[src/inc/cvg_regs.svh]
// Purpose: constants of the character video generator
// Assumes: one 100 MHz clock, dot pacing by a one-cycle dot tick
// Notes:   offsets, field positions, reset values and counts
`ifndef CVG_REGS_SVH
`define CVG_REGS_SVH

`define CVG_DOTS_PER_CELL 3'h6
`define CVG_LOAD_COL      3'h5
`define CVG_LINES_PER_ROW 4'ha
`define CVG_LAST_LINE     4'h9
`define CVG_DESC_LINE     4'h8
`define CVG_DESC_HIDE     4'h2
`define CVG_COLS          7'h50
`define CVG_ROWS          5'h18

`define CVG_OFF_CTRL      4'h0
`define CVG_OFF_STAT      4'h4
`define CVG_OFF_COL       4'h8

`define CVG_CTRL_BLANK    0
`define CVG_CTRL_DESC     1
`define CVG_CTRL_INT      2
`define CVG_CTRL_RESET    3'h6

`define CVG_DESC_G        7'h67
`define CVG_DESC_J        7'h6a
`define CVG_DESC_P        7'h70
`define CVG_DESC_Q        7'h71
`define CVG_DESC_Y        7'h79

`endif

[src/inc/cvg_pkg.sv]
// Purpose: types shared by the character video generator
// Assumes: constants come from the register header
// Notes:   structs carry grouped signals between modules
`include "cvg_regs.svh"

package cvg_pkg;

  // one refresh memory word
  typedef struct packed {
    logic       intensity;
    logic       cursor;
    logic [6:0] code;
  } cvg_char_t;

  // composite video to the output follower
  typedef struct packed {
    logic       dot;
    logic       cursor;
    logic [1:0] level;
  } cvg_video_t;

  // software control bits
  typedef struct packed {
    logic intEnable;
    logic descEnable;
    logic forceBlank;
  } cvg_ctrl_t;

  function automatic logic cvg_is_descender(input logic [6:0] code);
    return (code == `CVG_DESC_G) || (code == `CVG_DESC_J) ||
           (code == `CVG_DESC_P) || (code == `CVG_DESC_Q) ||
           (code == `CVG_DESC_Y);
  endfunction : cvg_is_descender

endpackage : cvg_pkg

[src/verilog/cvg_glyph_rom.sv]
// Purpose: glyph lookup table, code and scan line to dot row
// Assumes: address already holds code low, line bits high
// Notes:   sample font: one capital, two rows of one descender; rest blank
module cvg_glyph_rom
  import cvg_pkg::*;
(
  // lookup
  input  wire logic [9:0] addr,
  output logic      [4:0] dots
);

  ////////////////////////////////////////////////////////////////////
  // bit n of a word is dot n+1 of the cell, dot 6 has no bit
  always_comb begin
    case (addr)
      10'h0c1: dots = 5'h04;
      10'h141: dots = 5'h0a;
      10'h1c1: dots = 5'h11;
      10'h241: dots = 5'h11;
      10'h2c1: dots = 5'h1f;
      10'h341: dots = 5'h11;
      10'h3c1: dots = 5'h11;
      // descender rows, so the line 8 and 9 wrap shows something
      10'h0e7: dots = 5'h1e;
      10'h167: dots = 5'h11;
      default: dots = 5'h00;
    endcase
  end

endmodule : cvg_glyph_rom

[src/verilog/cvg_video_gen.sv]
// Purpose: character cell video generator, 6 x 10 cells, 24 x 80 grid
// Assumes: dot tick, line and frame pulses from the sync generator
// Notes:   memory word must follow charAdvance by the next load strobe, six dot ticks later
`include "cvg_regs.svh"

module cvg_video_gen
  import cvg_pkg::*;
(
  // clock and reset
  input  wire logic        clk,
  input  wire logic        rst_b,
  input  wire logic        ce,
  // sync generator
  input  wire logic        dotTick,
  input  wire logic        lineStart,
  input  wire logic        frameStart,
  input  wire logic        dotEnable,
  // processor blanking pin
  input  wire logic        displayBlankLine,
  // refresh memory
  input  wire cvg_char_t   charWord,
  output logic             charAdvance,
  // register port
  input  wire logic [3:0]  regAddr,
  input  wire logic [7:0]  regWdata,
  input  wire logic        regWr,
  input  wire logic        regRd,
  output logic      [7:0]  regRdata,
  // video
  output cvg_video_t       videoOut
);

  ////////////////////////////////////////////////////////////////////
  // declarations
  logic [1:0]  blankSync_q;
  logic        blankS;
  cvg_ctrl_t   ctrl_q;
  logic [7:0]  rdata_q;
  logic [2:0]  dotCol_q;
  logic [3:0]  scanLine_q;
  logic [6:0]  cellCount_q;
  cvg_char_t   charLatch_q;
  logic [5:0]  dotShifter_q;
  logic        shiftCursor_q;
  logic        shiftInt_q;
  logic        shiftDesc_q;
  logic [9:0]  romAddr;
  logic [4:0]  romDots;
  logic [4:0]  glyphRow;
  logic        cellLoad;
  logic        descGate;
  logic        gateOpen;
  logic        dotG;
  logic        curG;
  cvg_video_t  video_q;

  ////////////////////////////////////////////////////////////////////
  // processor blank arrives from another domain, two flops first
  always_ff @(posedge clk or negedge rst_b) begin
    if (!rst_b) begin
      blankSync_q <= 2'h0;
    end else if (ce) begin
      blankSync_q <= {blankSync_q[0], displayBlankLine};
    end
  end

  assign blankS = blankSync_q[1] | ctrl_q.forceBlank;

  ////////////////////////////////////////////////////////////////////
  // register port, read data only in the cycle after the strobe
  always_ff @(posedge clk or negedge rst_b) begin
    if (!rst_b) begin
      ctrl_q <= `CVG_CTRL_RESET;
    end else if (ce && regWr && regAddr == `CVG_OFF_CTRL) begin
      ctrl_q.forceBlank <= regWdata[`CVG_CTRL_BLANK];
      ctrl_q.descEnable <= regWdata[`CVG_CTRL_DESC];
      ctrl_q.intEnable  <= regWdata[`CVG_CTRL_INT];
    end
  end

  always_ff @(posedge clk or negedge rst_b) begin
    if (!rst_b) begin
      rdata_q <= 8'h00;
    end else if (ce) begin
      rdata_q <= 8'h00;
      if (regRd) begin
        case (regAddr)
          `CVG_OFF_CTRL: rdata_q <= {5'h00, ctrl_q};
          `CVG_OFF_STAT: rdata_q <= {1'b0, dotCol_q, scanLine_q};
          `CVG_OFF_COL:  rdata_q <= {1'b0, cellCount_q};
          default:       rdata_q <= 8'h00;
        endcase
      end
    end
  end

  assign regRdata = rdata_q;

  ////////////////////////////////////////////////////////////////////
  // dot column within the cell; load strobe on the sixth dot
  assign cellLoad = ce && dotTick && (dotCol_q == `CVG_LOAD_COL);

  always_ff @(posedge clk or negedge rst_b) begin
    if (!rst_b) begin
      dotCol_q <= 3'h0;
    end else if (ce) begin
      if (lineStart) begin
        dotCol_q <= 3'h0;
      end else if (cellLoad) begin
        dotCol_q <= 3'h0;
      end else if (dotTick) begin
        dotCol_q <= dotCol_q + 3'h1;
      end
    end
  end

  // cells loaded on this line, readable for bring-up
  always_ff @(posedge clk or negedge rst_b) begin
    if (!rst_b) begin
      cellCount_q <= 7'h00;
    end else if (ce) begin
      if (lineStart) begin
        cellCount_q <= 7'h00;
      end else if (cellLoad && cellCount_q != `CVG_COLS) begin
        cellCount_q <= cellCount_q + 7'h01;
      end
    end
  end

  ////////////////////////////////////////////////////////////////////
  // scan line counter, modulo ten
  always_ff @(posedge clk or negedge rst_b) begin
    if (!rst_b) begin
      scanLine_q <= 4'h0;
    end else if (ce) begin
      if (frameStart) begin
        scanLine_q <= 4'h0;
      end else if (lineStart) begin
        if (scanLine_q == `CVG_LAST_LINE) begin
          scanLine_q <= 4'h0;
        end else begin
          scanLine_q <= scanLine_q + 4'h1;
        end
      end
    end
  end

  ////////////////////////////////////////////////////////////////////
  // glyph lookup from the latch outputs; lines 8 and 9 wrap onto
  // rows 0 and 1 through the low three counter bits
  assign romAddr = {scanLine_q[2:0], charLatch_q.code};

  cvg_glyph_rom u_glyph_rom (
    .addr (romAddr),
    .dots (romDots)
  );

  // row 0 forced blank so a bad font cannot merge rows
  assign glyphRow = (romAddr[9:7] == 3'h0) ? 5'h00 : romDots;

  ////////////////////////////////////////////////////////////////////
  // character latch: memory word for the character after the shifter
  // memory steps on the same strobe, so it reads two cells ahead
  assign charAdvance = cellLoad;

  always_ff @(posedge clk or negedge rst_b) begin
    if (!rst_b) begin
      charLatch_q <= '0;
    end else if (cellLoad) begin
      charLatch_q <= charWord;
    end
  end

  ////////////////////////////////////////////////////////////////////
  // dot shifter, dot 1 on bit 0 so the cell goes out left to right
  always_ff @(posedge clk or negedge rst_b) begin
    if (!rst_b) begin
      dotShifter_q <= 6'h00;
    end else if (ce && dotTick) begin
      if (cellLoad) begin
        dotShifter_q <= {1'b0, glyphRow};
      end else begin
        dotShifter_q <= {1'b0, dotShifter_q[5:1]};
      end
    end
  end

  // attributes travel with the pattern, one cell behind the latch
  always_ff @(posedge clk or negedge rst_b) begin
    if (!rst_b) begin
      shiftCursor_q <= 1'b0;
      shiftInt_q    <= 1'b0;
      shiftDesc_q   <= 1'b0;
    end else if (cellLoad) begin
      shiftCursor_q <= charLatch_q.cursor;
      shiftInt_q    <= charLatch_q.intensity;
      shiftDesc_q   <= cvg_is_descender(charLatch_q.code)
                       && ctrl_q.descEnable;
    end
  end

  ////////////////////////////////////////////////////////////////////
  // descender gate: descenders start two lines down and wrap onto 8 and 9, others stop at 8
  always_comb begin
    if (shiftDesc_q) begin
      descGate = (scanLine_q >= `CVG_DESC_HIDE);
    end else begin
      descGate = (scanLine_q < `CVG_DESC_LINE);
    end
  end

  // dot enable low outside the 24 x 80 area
  assign gateOpen = dotEnable && !blankS;
  assign dotG     = dotShifter_q[0] && gateOpen && descGate;
  // cursor ignores the descender gate so it can fill lines 8 and 9
  assign curG     = shiftCursor_q && gateOpen;

  ////////////////////////////////////////////////////////////////////
  // output stage: dots, full-intensity copy and cursor summed
  always_ff @(posedge clk or negedge rst_b) begin
    if (!rst_b) begin
      video_q <= '0;
    end else if (ce) begin
      video_q.dot    <= dotG;
      video_q.cursor <= curG;
      video_q.level  <= {1'b0, dotG}
                        + {1'b0, dotG && shiftInt_q && ctrl_q.intEnable}
                        + {1'b0, curG};
    end
  end

  assign videoOut = video_q;
endmodule : cvg_video_gen

[config.mk]
export PLATFORM = sky130hd
export DESIGN_NAME = cvg_video_gen
export DESIGN_NICKNAME = d
export VERILOG_FILES = /design/src/inc/cvg_pkg.sv /design/src/verilog/cvg_glyph_rom.sv /design/src/verilog/cvg_video_gen.sv
export VERILOG_INCLUDE_DIRS = /design/src /design/src/inc
export SDC_FILE = /design/constraint.sdc
export NUM_CORES = 1
export LEC_CHECK = 0
export BUFFER_PORTS_ARGS = -buffer_cell sky130_fd_sc_hd__clkbuf_2
export CAP_MARGIN = 20
export CORE_MARGIN = 1.5
export CORE_UTILIZATION = 35
export DETAILED_ROUTE_END_ITERATION = 7
export PLACE_DENSITY_LB_ADDON = 0.05
export SLEW_MARGIN = 20
export SYNTH_ARGS = -nofsm -noshare
export SYNTH_HDL_FRONTEND = slang
export SYNTH_HIERARCHICAL = 1
export SYNTH_SLANG_ARGS = --single-unit
[constraint.sdc]
create_clock -name clk -period 4.8 [get_ports clk]
set_input_delay 0.72 -clock clk [delete_from_list [all_inputs] [get_ports clk]]
set_output_delay 0.72 -clock clk [all_outputs]
set_load 0.01 [all_outputs]
==> metrics.txt, run 1 <==
status finished, final reports clean; Setup violations, final 0; skew final 0.00777 ns; final setup margin 2.27 ns; Reg clk slew, reported paths 0.08 ns; crit path DAT approximately 1.8 ns; GRT Overall Usage 15.6%; Slew Viols, Final 0; placed cells approximately 360; Setup WS pre-CTS ~2.2 ns; H-tree depth 2; worst hold path class flip-flop to flip-flop; FF-to-FF Start dotCol_q[1]$_DFFE_PN0P_; PD cells 286 nW/um^2; cell family with most CP delay buffers and inverters; RSZ-0062 raised after global routing false; Synth-to-Final Area Change 13.9%; iteration-0 DRC count of the detailed router 72; full die area 7470 sq um; Pre-antenna DRT Iters 4; Leak 0.00125 uW; hold slack 0.484 ns; crit path cell chain clkbuf_2, buf_4, nand4_4, clkinv_4, clkbuf_2; CORE AREA between 6000 and 7000 sq um; initial antenna violation count 0; Worst path max stage delay 0.31 ns; Placer Congestion 0.784; CP Launch Point ce; nets@finish about 330; Post-Layout Cell Count between 300 and 400; post-layout util 41.1%; number of synthesized flops with an enable pin 0; chip height about 86 microns; Vias 1878; Buf/Inv on CP 4; grt ovf 0; critical path's slowest cell nand4_4; clk sinks 47; worst slew pin tran 0.612 ns; CTS resizes 0; Netlist cell types 47; fillers 710; most used cell, CP clkbuf_2; Ports 44; HP Start charLatch_q[8]$_DFFE_PN0P_; sequential element share of the synthesized area 48.4%; synth top area cells dfrtp_1, nand2_1, mux2_2; CTS tree built; ANT cells 0; largest net degree at the start of global routing 48; IO buf count 37; Final Critical Period 2.53 ns; critical path required time 4.08 ns; startpoint types primary input; async set-reset flop share out of synthesis 100%; CP Capture Type output pin; Max-cap violations 0; Initial Utilization 36.1%; post-DP HPWL 3730 microns; CP max FO 28; DRT Wirelength around 5300 microns; post-synthesis average cell area 9.60 sq um; biggest area consumer among synthesized cells dfrtp_1; setup TNS 0 ns; Worst-Skew Late Latency 0.30 ns; layout cells sized above 1 22.8%; critical path class primary input to output pin; relative slew slack about three fifths; commonest cells in the netlist dfrtp_1, nand2_1, nor2_1, inv_1, o21ai_0; Top FF cell, synth dfrtp_1; Post-CTS Setup Bufs 0; Warnings, synthesis 6; Fin. Hold Viols 0; Synthesized Nets between 200 and 300; worst vdd ir 0.0870 mV; most common cell in the netlist dfrtp_1; Synth Cell Area around 2400 sq um; Final ANT Viol Nets 0; Avg Vias per Cell roughly 5.1; Wirelength per Cell 14.3 microns; Tcrit/Tclk final a little over half; clock buffer depth 2; # DRC 0; fmax slightly below 0.4 GHz; Yosys top cell area share 46.2%; Die W 86.5 microns; row count 30; vias in the first global route 1884; Num CTS Buffers 5; post-synthesis cell count about 250; first-pass GRT wire length 9060 microns; Hold-fix buffers, CTS 0; synthesized flop and latch total 47; Root Buffer clkbuf_8
-- report_power, final --
part / total [uW] / internal [uW] / switching (uW) / leakage (uW)
clock: 268 / 131 / 137 / 0.0000505
sequential: 442 / 420 / 22.4 / 0.000618
combinational: 83.7 / 37.5 / 46.2 / 0.000583
-- cells in the final DEF, fill, tap and decap left out, types with 2 or more instances in the layout --
cell type / count
and3_1: 2
nor2b_1: 8
xor2_1: 4
dfstp_2: 2
a31oi_1: 3
clkbuf_2: 37
nand3_1: 5
ha_1: 4
nor3b_1: 2
buf_4: 2
nand3b_1: 2
mux2i_1: 2
a21oi_1: 8
nor3_1: 3
and2_1: 2
a22o_1: 3
o22ai_1: 7
dfrtp_1: 45
clkbuf_8: 7
nor2_1: 19
nor4b_2: 2
a22oi_1: 7
nand4_1: 7
nand2_1: 44
a221oi_1: 4
o21ai_0: 10
inv_1: 18
mux2_2: 9
o31ai_1: 4
-- per-layer routing --
metal  track usage [%]  up-vias  part of all wire, %
met1              20.3      884                   47
li1                  -      954                    -
met4              5.28        0                  1.2
met2              26.1       35                   47
met3              3.05        5                  3.8
met5                 0        -                    0
-- tightest hold or removal path: cells and delay by family, from the launching register on --
family	cells	cell delay (ns)
flip-flops	1	0.36
AND/OR/NAND/NOR	2	0.10
-- sequential cells by signal, summed over array words and instances (netlist names) --
name           flops
shiftInt_q         1
videoOut           4
scanLine_q         4
dotCol_q           3
cellCount_q        7
charLatch_q        9
blankSync_q        2
ctrl_q             3
shiftCursor_q      1
regRdata           7
shiftDesc_q        1
dotShifter_q       5
-- cell type report --
class                           instances  area (sq um)  area share [%]
Timing Repair Buffer                   39           200            7.21
Clock inverter                          1          7.51           0.271
Sequential cell                        47          1180            42.5
Multi-Input combinational cell        177          1120            40.2
Clock buffer                            7          96.3            3.47
Tap cell                               80           100            3.61
Inverter                               19          76.3            2.75
-- through the flow --
stage / cell area (sq um) / total power (uW)
floorplan: 2440 / 497
global placement: 2670 / 535
detailed placement: 2670 / 536
CTS: 2780 / 811
global route: 2780 / 838
finish: 2780 / 794
-- cells by family (layout without fill, tap and decap cells) --
| group | after synthesis | in the layout | synth area share, % |
|---|---|---|---|
| flops | 47 | 47 | 48.4 |
| compound gates | 52 | 52 | 14.2 |
| xor+xnor | 4 | 4 | 1.44 |
| mux | 11 | 11 | 4.98 |
| buf+inv | 30 | 66 | 5.85 |
| simple gates | 104 | 104 | 22.1 |
| other cells | 1 | 1 | 0.154 |
| fa+ha+maj | 5 | 5 | 2.87 |
-- worst paths after layout --
check                                              to  slack [ns]  cells past startpoint
max in group asynchronous  charLatch_q[0]$_DFFE_PN0P_        3.88                      2
min reg2reg                    shiftInt_q$_DFFE_PN0P_        0.48                      2
max                                       charAdvance        2.27                      5
max reg2reg                cellCount_q[2]$_DFFE_PN0P_        2.97                      7
min in group asynchronous     dotCol_q[0]$_DFFE_PN0P_        0.50                      2
min                            shiftInt_q$_DFFE_PN0P_        0.48                      2
Power figures use the tool's default switching activity.
==> run 2: changes to the inputs <==
- clock period: 4.8 -> 2.5 ns (I/O delays scaled with it)
==> run 2 against run 1 <==
  * Worst hold slack worse by 0.23 ns
  * Cell area up 0.95%
  * Clock power up 72%
  * Setup slack worse by 1.9 ns
  * Non-clock buffer count up 4
  * Via count up 2.6%
  * Core utilization up 0.39 points
  * Global-route usage up 0.48 points
  * First-iteration DRC count up 29%
  * Critical path depth unchanged
  * Die area unchanged
  * Critical path type is now flip-flop to output pin
  * Largest power group unchanged
==> metrics.txt, run 2 (synthesized netlist as in run 1, its figures left out) <==
post-layout util 41.5% (+0.39 points); Wirelength per Cell 14.4 microns (+0.86%); Buf/Inv on CP 3 (-1); layout cells sized above 1 23.1% (+0.37 points); PD cells 529 nW/um^2 (+85%); Reg clk slew, reported paths 0.09 ns (about the same); Tcrit/Tclk final 83.7%; clk sinks 47 (unchanged); startpoint types flip-flop; clock buffer depth 2 (unchanged); iteration-0 DRC count of the detailed router 93 (+29%); skew final 0.0114 ns (+0.00367 ns); Worst-Skew Late Latency 0.30 ns (about the same); Ports 44 (unchanged); most flop-heavy register charLatch_q; crit path DAT 1.72 ns (-0.09 ns); Avg Vias per Cell 5.15 (+1.5%); IO buf count 37 (unchanged); Power, Total 1480 uW (+87%); CP Launch Point dotCol_q[1]$_DFFE_PN0P_; r2r setup slk 0.67 ns (-2.30 ns); full die area 7470 sq um (unchanged); worst vdd ir 0.193 mV (+120%); chip height 86.5 microns (unchanged); hold slack 0.259 ns (-0.225 ns); Num CTS Buffers 5 (unchanged); ANT cells 0 (unchanged); Reg area 1180 sq um (unchanged); cell family with most CP delay buffers and inverters; vias in the first global route 1954 (+3.7%); CP Depth 5 (unchanged); worst hold path class primary input to flip-flop; H-tree depth 2 (unchanged); Die W 86.5 microns (unchanged); Slew Viols, Final 0 (unchanged); post-DP HPWL 4030 microns (+7.9%); worst reg2reg path depth 7 (unchanged); Fin. Hold Viols 0 (unchanged); Final ANT Viol Nets 0 (unchanged); FF-to-FF Start dotCol_q[1]$_DFFE_PN0P_; most frequent cells in the layout dfrtp_1, nand2_1, clkbuf_2, nor2_1, inv_1; DRT Wirelength 5390 microns (+1.9%); Max-cap violations 0 (unchanged); reg2reg end cellCount_q[2]$_DFFE_PN0P_; grt ovf 0 (unchanged); initial antenna violation count 0 (unchanged); Worst path max stage delay 0.43 ns (+0.12 ns); critical path's slowest cell dfrtp_1; # DRC 0 (unchanged); CP Capture Type output pin; critical path class flip-flop to output pin; Placer Congestion 0.831 (+6.0%); critical path required time 2.12 ns (-1.96 ns); Setup violations, final 0 (unchanged); most common cell after layout, fill and taps aside dfrtp_1; GRT Overall Usage 16.1% (+0.48 points); Root Buffer clkbuf_8; setup TNS 0 ns (unchanged); Vias 1926 (+2.6%); crit path capture charAdvance; CORE AREA 6760 sq um (unchanged); CP max FO 19 (-32%); first-pass GRT wire length 9370 microns (+3.4%); Initial Utilization 36.1% (unchanged); status finished, final reports clean; Final Critical Period 2.09 ns; Pre-antenna DRT Iters 4 (unchanged); nets@finish 329 (+1.2%); Leak 0.00127 uW (+1.2%); CTS tree built; Synth-to-Final Area Change 14.9%; largest net degree at the start of global routing 27 (-44%); RSZ-0062 raised after global routing false; crit path cell chain inv_1, ha_1, nand4_4, clkinv_4, clkbuf_2; area occupied by multi-input gates 1120 sq um (unchanged); fillers 694 (-2.3%); fmax 0.478 GHz; max reg flops 9 (unchanged); row count 30 (unchanged)
## run 2: changes by cell type in the layout (fill, tap and decap cells not counted)
cell | before | now
buf_4 | 2 | 4
clkbuf_8 | 7 | 5
buf_12 | 0 | 1
clkbuf_1 | 0 | 1
clkinv_2 | 0 | 1
dlygate4sd3_1 | 0 | 1
## run 2: report_power, final
part | switching [uW] | total (uW) | internal [uW]
sequential | 41.7 | 848 | 806
clock | 265 | 462 | 196
combinational | 93.5 | 171 | 77.8
## run 2: timing repair
item                       4_1_cts  5_1_grt
setup endpoints to repair        0        0
buffers inserted                 0        0
gates resized for setup          0        0
hold endpoints to repair        11        0
hold buffers                     1        0
## run 2: area by class of cell
class	count	area share [%]
Sequential cell	47	42.1
Multi-Input combinational cell	177	39.8
Timing Repair Buffer	43	8.75
Tap cell	80	3.57
Inverter	19	2.72
Clock buffer	6	2.59
Clock inverter	2	0.447
## run 2: through the flow
step	setup WS, ns	instance area [sq um]	std cells
6_report	0.407	2800	374
5_1_grt	0.251	2800	374
4_1_cts	0.364	2800	374
3_5_place_dp	0.650	2710	365
3_3_place_gp	0.643	2710	365
2_1_floorplan	0.804	2440	254
## run 2: worst register-to-register path, cell delays in order (launching register included)
cell and delay [ns]:
dfrtp_1 0.43, inv_1 0.07, ha_1 0.23, nand4_4 0.28, clkinv_4 0.25, nand2_2 0.08
a311o_1 0.32, a21oi_2 0.11
## run 2: worst min path at each step
stage                     start                          to  slack, ns  cells past startpoint
floorplan                 rst_b  blankSync_q[0]$_DFFE_PN0P_       0.08                      0
global placement          rst_b     dotCol_q[0]$_DFFE_PN0P_       0.32                      1
detailed placement        rst_b     dotCol_q[0]$_DFFE_PN0P_       0.32                      1
CTS                 charWord[7]  charLatch_q[7]$_DFFE_PN0P_       0.25                      3
global route        charWord[7]  charLatch_q[7]$_DFFE_PN0P_       0.25                      3
finish              charWord[8]  charLatch_q[8]$_DFFE_PN0P_       0.26                      3
## run 2: layer usage
metal	wire length, microns	GRT usage [%]	vias to the layer above	part of all wire, %
li1	-	-	962	-
met3	175	3.05	4	3.2
met2	2600	27.1	35	48
met5	0	0	-	0
met4	55	4.55	0	1.0
met1	2560	21.2	925	47
